**src/logic/acps_consts.vh**
```
`ifndef ACPS_CONSTS_VH
`define ACPS_CONSTS_VH
// control word layout
`define ACPS_WORD_W        8
`define ACPS_ADDR_HI       5
`define ACPS_ADDR_LO       3
`define ACPS_ADDR_W        3
// conversion framing
`define ACPS_CONV_EDGES    5'h10
`define ACPS_CTRL_EDGES    5'h08
`define ACPS_ZERO_FALLS    5'h04
`define ACPS_RES_W         12
`define ACPS_CNT_W         5
`define ACPS_CNT_ZERO      5'h00
`define ACPS_CNT_ONE       5'h01
// buffer
`define ACPS_BUF_DEPTH     2
`define ACPS_CHAN_RESET    3'h0
`define ACPS_RES_ZERO      12'h000
`define ACPS_WORD_ZERO     8'h00
// pin sampler idle levels
`define ACPS_SYNC_HIGH     3'h7
`define ACPS_SYNC_LOW      3'h0
`endif

```
**src/logic/acps_ctrl.v**
```verilog
`timescale 1ns/1ps
// What this block does
// - bits 7,6,2,1,0 of control word ignored
// - bits 5..3 pick next conversion's channel
// - address decodes as plain binary input index
// - powered up on frame select fall, down while high
// - continuous mode: power down after 16th fall
// - sixteen clocks per conversion, back to back
// - any idle gap length, next frame still works
// - control word taken on first 8 rises, msb first
// - falls 1-4 send zeros, 5-16 send result
`include "acps_consts.vh"
module acps_ctrl
(
   input  wire                     clock,            // system clock, 25 MHz
   input  wire                     reset_n,          // async reset, active low
   input  wire                     frame_select_n,   // host frame select pin
   input  wire                     serial_clock,     // host serial clock pin
   input  wire                     serial_in,        // host serial data pin
   output wire                     serial_out,       // serial data out
   output wire                     serial_out_oe_n,  // low while driving
   output reg  [`ACPS_ADDR_W-1:0]  chan_select,      // analog mux index
   output reg                      powered,          // converter powered
   output reg                      tracking,         // track phase active
   output wire                     result_ready,     // buffer wants a result
   input  wire                     result_valid,     // converter result valid
   input  wire [`ACPS_RES_W-1:0]   result_data,      // converter result
   output wire                     word_valid,       // captured word valid
   input  wire                     word_ready,       // user takes word
   output wire [`ACPS_WORD_W-1:0]  word_data         // captured control word
);

   // three-stage samplers for pins
   reg [2:0] fs_sync_reg;
   reg [2:0] sck_sync_reg;
   reg [2:0] sdi_sync_reg;
   reg       fs_reg;                               // filtered frame select
   reg       sck_reg;                              // filtered serial clock
   reg       sdi_reg;                              // filtered serial data

   // pin samplers: change counts once stages 2 and 3 agree
   always @(posedge clock or negedge reset_n)
   begin
      if (!reset_n)
      begin
         fs_sync_reg  <= `ACPS_SYNC_HIGH;
         sck_sync_reg <= `ACPS_SYNC_HIGH;  // serial clock idles high, no false rise
         sdi_sync_reg <= `ACPS_SYNC_LOW;
         fs_reg       <= 1'b1;
         sck_reg      <= 1'b1;
         sdi_reg      <= 1'b0;
      end
      else
      begin
         fs_sync_reg  <= {fs_sync_reg[1:0], frame_select_n};
         sck_sync_reg <= {sck_sync_reg[1:0], serial_clock};
         sdi_sync_reg <= {sdi_sync_reg[1:0], serial_in};
         if (fs_sync_reg[1] == fs_sync_reg[2])
            fs_reg <= fs_sync_reg[2];
         if (sck_sync_reg[1] == sck_sync_reg[2])
            sck_reg <= sck_sync_reg[2];
         if (sdi_sync_reg[1] == sdi_sync_reg[2])
            sdi_reg <= sdi_sync_reg[2];
      end
   end

   // edge detection on filtered signals
   wire sck_rise   = (sck_sync_reg[1] == sck_sync_reg[2]) & sck_sync_reg[2] & ~sck_reg;
   wire sck_fall   = (sck_sync_reg[1] == sck_sync_reg[2]) & ~sck_sync_reg[2] & sck_reg;
   wire frame_on   = ~fs_reg;                      // frame active
   wire frame_fall = (fs_sync_reg[1] == fs_sync_reg[2]) & ~fs_sync_reg[2] & fs_reg;

   // frame state
   reg [`ACPS_CNT_W-1:0]  rise_cnt_reg;            // rises in conversion
   reg [`ACPS_CNT_W-1:0]  fall_cnt_reg;            // falls in conversion
   reg [`ACPS_WORD_W-1:0] shift_in_reg;            // incoming control word
   reg [`ACPS_ADDR_W-1:0] addr_latch_reg;          // held address
   reg [`ACPS_RES_W-1:0]  shift_out_reg;           // outgoing result
   reg                    sdo_reg;                 // serial out bit
   reg                    word_push;               // word complete pulse
   reg                    conv_done_reg;           // after 16th fall

   // two-entry buffer for converter results, head read at fourth fall
   reg [`ACPS_RES_W-1:0]  rbuf_mem [0:`ACPS_BUF_DEPTH-1];
   reg                    rwr_ptr_reg;
   reg                    rrd_ptr_reg;
   reg [1:0]              rcount_reg;
   wire [`ACPS_RES_W-1:0] buf_head = (rcount_reg == 2'h0) ? `ACPS_RES_ZERO : rbuf_mem[rrd_ptr_reg];

   // conversion sequencing, clocked only within a frame
   always @(posedge clock or negedge reset_n)
   begin
      if (!reset_n)
      begin
         rise_cnt_reg   <= `ACPS_CNT_ZERO;
         fall_cnt_reg   <= `ACPS_CNT_ZERO;
         shift_in_reg   <= `ACPS_WORD_ZERO;
         addr_latch_reg <= `ACPS_CHAN_RESET;
         shift_out_reg  <= `ACPS_RES_ZERO;
         sdo_reg        <= 1'b0;
         word_push      <= 1'b0;
         conv_done_reg  <= 1'b0;
         chan_select    <= `ACPS_CHAN_RESET;
         powered        <= 1'b0;
         tracking       <= 1'b0;
      end
      else
      begin
         word_push <= 1'b0;
         if (!frame_on & ~frame_fall)
         begin
            // frame select high: full power-down, counters cleared
            rise_cnt_reg  <= `ACPS_CNT_ZERO;
            fall_cnt_reg  <= `ACPS_CNT_ZERO;
            conv_done_reg <= 1'b0;
            powered       <= 1'b0;
            tracking      <= 1'b0;
            sdo_reg       <= 1'b0;
         end
         else
         begin
            if (frame_fall & (~sck_reg | sck_fall))
            begin
               // frame start with clock low, or falling with it, counts as first fall
               fall_cnt_reg <= `ACPS_CNT_ONE;
               chan_select  <= addr_latch_reg;
               powered      <= 1'b1;
               tracking     <= 1'b1;
               sdo_reg      <= 1'b0;
            end
            else if (frame_fall)
               powered <= 1'b1;
            if (sck_rise)
            begin
               if (rise_cnt_reg < `ACPS_CTRL_EDGES)
               begin
                  shift_in_reg <= {shift_in_reg[`ACPS_WORD_W-2:0], sdi_reg};
                  if (rise_cnt_reg == `ACPS_CTRL_EDGES - `ACPS_CNT_ONE)
                  begin
                     addr_latch_reg <= shift_in_reg[`ACPS_ADDR_HI-1:`ACPS_ADDR_LO-1];
                     word_push      <= 1'b1;
                  end
               end
               if (rise_cnt_reg == `ACPS_CONV_EDGES - `ACPS_CNT_ONE)
                  rise_cnt_reg <= `ACPS_CNT_ZERO;
               else
                  rise_cnt_reg <= rise_cnt_reg + `ACPS_CNT_ONE;
            end
            if (sck_fall & ~(frame_fall))
            begin
               if ((fall_cnt_reg == `ACPS_CNT_ZERO) | conv_done_reg)
               begin
                  // first fall of a conversion: wake and track
                  fall_cnt_reg  <= `ACPS_CNT_ONE;
                  conv_done_reg <= 1'b0;
                  powered       <= 1'b1;
                  tracking      <= 1'b1;
                  chan_select   <= addr_latch_reg;
                  sdo_reg       <= 1'b0;
               end
               else
               begin
                  fall_cnt_reg <= fall_cnt_reg + `ACPS_CNT_ONE;
                  if (fall_cnt_reg == `ACPS_ZERO_FALLS - `ACPS_CNT_ONE)
                  begin
                     tracking      <= 1'b0;       // hold from fourth fall
                     sdo_reg       <= 1'b0;
                     shift_out_reg <= buf_head;
                  end
                  else if (fall_cnt_reg < `ACPS_ZERO_FALLS)
                     sdo_reg <= 1'b0;
                  else
                  begin
                     sdo_reg       <= shift_out_reg[`ACPS_RES_W-1];
                     shift_out_reg <= {shift_out_reg[`ACPS_RES_W-2:0], 1'b0};
                     if (fall_cnt_reg == `ACPS_CONV_EDGES - `ACPS_CNT_ONE)  // sixteenth fall
                     begin
                        conv_done_reg <= 1'b1;
                        powered       <= 1'b0;
                     end
                  end
               end
            end
         end
      end
   end

   // result buffer handshake: pop on fourth fall, push on valid and ready
   wire rpop  = sck_fall & frame_on & (fall_cnt_reg == `ACPS_ZERO_FALLS - `ACPS_CNT_ONE)
                & (rcount_reg != 2'h0) & ~conv_done_reg;
   assign result_ready = (rcount_reg != 2'h2);
   wire rpush = result_valid & result_ready;

   // result buffer pointers and storage
   always @(posedge clock or negedge reset_n)
   begin
      if (!reset_n)
      begin
         rwr_ptr_reg <= 1'b0;
         rrd_ptr_reg <= 1'b0;
         rcount_reg  <= 2'h0;
      end
      else
      begin
         if (rpush)
            rwr_ptr_reg <= ~rwr_ptr_reg;
         if (rpop)
            rrd_ptr_reg <= ~rrd_ptr_reg;
         rcount_reg <= rcount_reg + {1'b0, rpush} - {1'b0, rpop};
      end
   end

   // storage write, no reset needed
   always @(posedge clock)
   begin
      if (rpush)
         rbuf_mem[rwr_ptr_reg] <= result_data;
   end

   // two-entry buffer for captured control words
   reg [`ACPS_WORD_W-1:0] wbuf_mem [0:`ACPS_BUF_DEPTH-1];
   reg                    wwr_ptr_reg;
   reg                    wrd_ptr_reg;
   reg [1:0]              wcount_reg;
   wire wpush = word_push & (wcount_reg != 2'h2);
   wire wpop  = word_valid & word_ready;
   assign word_valid = (wcount_reg != 2'h0);
   assign word_data  = wbuf_mem[wrd_ptr_reg];

   // word buffer pointers
   always @(posedge clock or negedge reset_n)
   begin
      if (!reset_n)
      begin
         wwr_ptr_reg <= 1'b0;
         wrd_ptr_reg <= 1'b0;
         wcount_reg  <= 2'h0;
      end
      else
      begin
         if (wpush)
            wwr_ptr_reg <= ~wwr_ptr_reg;
         if (wpop)
            wrd_ptr_reg <= ~wrd_ptr_reg;
         wcount_reg <= wcount_reg + {1'b0, wpush} - {1'b0, wpop};
      end
   end

   // word storage
   always @(posedge clock)
   begin
      if (wpush)
         wbuf_mem[wwr_ptr_reg] <= shift_in_reg;  // whole word, one cycle after eighth rise
   end

   // output enable follows frame select
   assign serial_out      = sdo_reg;
   assign serial_out_oe_n = ~frame_on;

endmodule

```
**config.mk**
```make
export PLATFORM = sky130hd
export DESIGN_NAME = acps_ctrl
export DESIGN_NICKNAME = d
export VERILOG_FILES = /design/src/logic/acps_ctrl.v
export VERILOG_INCLUDE_DIRS = /design/src /design/src/logic
export SDC_FILE = /design/constraint.sdc
export NUM_CORES = 1
export LEC_CHECK = 0
export ABC_CLOCK_PERIOD_IN_PS = 3500
export CAP_MARGIN = 10
export CORE_MARGIN = 3
export CORE_UTILIZATION = 36
export DETAILED_ROUTE_END_ITERATION = 7
export DONT_BUFFER_PORTS = 1
export PLACE_DENSITY = 0.6
export SYNTH_ARGS = -nofsm -noshare
export SYNTH_HDL_FRONTEND = slang
export SYNTH_SLANG_ARGS = --single-unit
```
**constraint.sdc**
```tcl
create_clock -name clock -period 3.5 [get_ports clock]
set_clock_uncertainty 0.15 [all_clocks]
set_input_delay 0.175 -clock clock [delete_from_list [all_inputs] [get_ports clock]]
set_output_delay 0.175 -clock clock [all_outputs]
set_load 0.005 [all_outputs]
```
==> summary.md <==
| Metric | Value |
|---|---|
| Outcome | finished, final reports clean |
| Std-Cell Rows | 38 |
| Pwr Density | 624.9 nW/um^2 |
| Synth area leaders | dfrtp_1, edfxtp_1, mux2_2 |
| DRC | 0 |
| Min-Delay Path Class | reg -> reg |
| Sequential-to-total area share from yosys stat | 66.59% |
| Setup repair after global routing missed its margin | no |
| CP startpoint kind | flip-flop |
| Root Driver | clkbuf_16 |
| Num CTS Buffers | 9 |
| Core ar. | 10980 um^2 |
| Mean Syn Cell Area | 13.98 um^2 |
| Number of enable flip-flop cells after synthesis | 40 |
| Rel. slew slack | 35.13% |
| Pre-CTS setup slack | 0.7764 ns |
| Final #Nets | 347 |
| WL/cell | 13.89 um |
| CTS clk-pin slew, worst paths | 0.07 ns |
| Setup_tns | 0 ns |
| Inst Count DP | 427 |
| Worst Path Class, Setup | reg -> reg |
| H-tree depth | 3 |
| Final Max Slew Viols | 0 |
| Die width | 112.9 um |
| Worst Path Arrival | 2.86 ns |
| Fillers | 989 |
| Vias in the first global route | 2173 |
| Required @ worst endpoint | 3.61 ns |
| Origin of the critical flop-to-flop path | fall_cnt_reg[0] |
| Full die area | 12740 um^2 |
| Share of layout cells above drive strength 1 | 20.19% |
| Drt via density | 4.859 |
| Post-route ant nets | 0 |
| First-pass GRT wire length | 10780 um |
| Total wire length | 6416 um |
| DR pass1 iterations | 4 |
| #FFs+latches synth | 101 |
| Clock buffer depth | 2 |
| CTS tree | done |
| Ys Warns | 0 |
| Starting density of the core | 37.43% |
| PortBufs | 0 |
| Final Wtd Congestion | 0.8029 |
| Mapped Nets | 324 |
| Clk sinks | 101 |
| Commonest register cell after synthesis | dfrtp_1 |
| FF+latch area | 2738 um^2 |
| Netlist cell types | 44 |
| Io pins | 36 |
| Post-DP HPWL | 4202 um |
| Final Instance Area | 4748 um^2 |
| Synth area leader | dfrtp_1 |
| Antenna violations before repair | 0 |
| Count leader, synth | dfrtp_1 |
| Worst-Skew Late Latency | 0.34 ns |
| Area of the multi-input gates | 1264 um^2 |
| Commonest cells in the netlist | dfrtp_1, edfxtp_1, mux2_2 |
| Leakage power | 1.928 nW |
| CP Capture Type | flip-flop |
| Grt ovf | 0 |
| Initial DRC count | 93 |
| Final WS setup | 0.7498 ns |
| Die H | 112.9 um |
| Antenna cells | 0 |
| Worst-margin pin slew | 0.9695 ns |
| Placement Cell Area | 4252 um^2 |
| Largest register FFs | 24 |
| Post-synth top area share | 32.26% |
| Fmax achieved | 0.3636 GHz |
| Largest net degree at the start of global routing | 62 |
| Endpoints failing setup | 0 |
| Worst vdd ir | 0.3569 mV |
| Hold Vio Cnt, Final | 0 |
| Min-delay src | sdi_sync_reg[0] |
| GRT Total Usage | 10.56% |
| Period utilization | 78.58% |
| Area grow syn2layout | 15.49% |
| CP Max Fanout | 14 |
| Synth Instances | 294 |
| Async set or reset register ratio after synthesis | 60.40% |
| Total of max-cap violations | 0 |
| Via count | 2245 |
| Synth Cell Area | 4111 um^2 |
| Finished Layout Cells | 462 |
| Setup crit start | fall_cnt_reg[0] |
| Final min period | 2.750 ns |
## metal layers
| metal | wire, um | GRT usage [%] |
|---|---|---|
| met1 | 3069 | 14.46 |
| met2 | 3011 | 16.35 |
| met3 | 250 | 2.995 |
| met4 | 84 | 3.365 |
| met5 | 0 | 0 |
## stage by stage
| stage | power, W | util [%] | hold WS [ns] |
|---|---|---|---|
| floorplan | 0.001903 | - | -0.2706 |
| global placement | 0.001993 | 38.71 | -0.2687 |
| finish | 0.002967 | 43.23 | 0.2030 |
| CTS | 0.003018 | 43.23 | 0.2021 |
| detailed placement | 0.002007 | 38.71 | -0.2667 |
| global route | 0.003138 | 43.23 | 0.2110 |
## logic make-up (layout without fill, tap and decap cells)
| logic type | after synthesis | in the layout | synth area share, % |
|---|---|---|---|
| AO/OA/AOI/OAI | 47 | 47 | 7.152 |
| XOR/XNOR | 9 | 9 | 1.917 |
| adder cells (fa/ha/maj) | 12 | 12 | 3.591 |
| buffers and inverters | 25 | 53 | 2.678 |
| flip-flops | 101 | 101 | 66.59 |
| multiplexers | 36 | 36 | 9.830 |
| AND/OR/NAND/NOR | 64 | 64 | 8.248 |
## worst max-delay path, stage by stage (launching register included)
cell and delay [ns]:
dfrtp_1 0.39, ha_1 0.24, or4b_1 0.73, nor3_1 0.40
ha_1 0.29, inv_1 0.05, ha_1 0.15, xnor2_1 0.13
xnor2_1 0.13
## cell type report
type	count	area share, %
inverters	16	1.265
flip-flops and latches	101	57.65
clock inverters	7	1.344
multi-input cells	168	26.61
repair buffers	21	4.690
clock buffers	9	4.743
well taps	140	3.689
## worst paths after layout
path / to / slack, ns / depth (start not counted)
setup / recovery: rcount_reg[1] / 0.75 / 8
hold / removal: sdi_sync_reg[1] / 0.20 / 0
setup reg to reg: rcount_reg[1] / 0.75 / 8
hold reg to reg: sdi_sync_reg[1] / 0.20 / 0
max in group asynchronous: fs_sync_reg[0] / 2.69 / 2
min in group asynchronous: wcount_reg[0] / 0.23 / 2
## power by group
part / internal (W) / switching [W]
clock: 0.000502 / 0.000458
sequential: 0.00145 / 0.000133
combinational: 0.000220 / 0.000204
total: 0.00217 / 0.000795
## cells in the final DEF, fill, tap and decap left out, types with 10 or more instances in the layout
master / count
edfxtp_1: 40
dlygate4sd3_1: 18
a21oi_1: 17
a22oi_1: 12
nand2_1: 10
mux2_2: 32
inv_1: 16
dfrtp_1: 53
nor2_1: 23
ha_1: 11
## timing repair
item                                    4_1_cts  5_1_grt
endpoints found under the setup margin        0        0
hold buffers                                 19        0
endpoints found under the hold margin        90        0
setup buffers                                 0        0
gates resized for setup                       0        0
(Power assumes the default switching activity.)
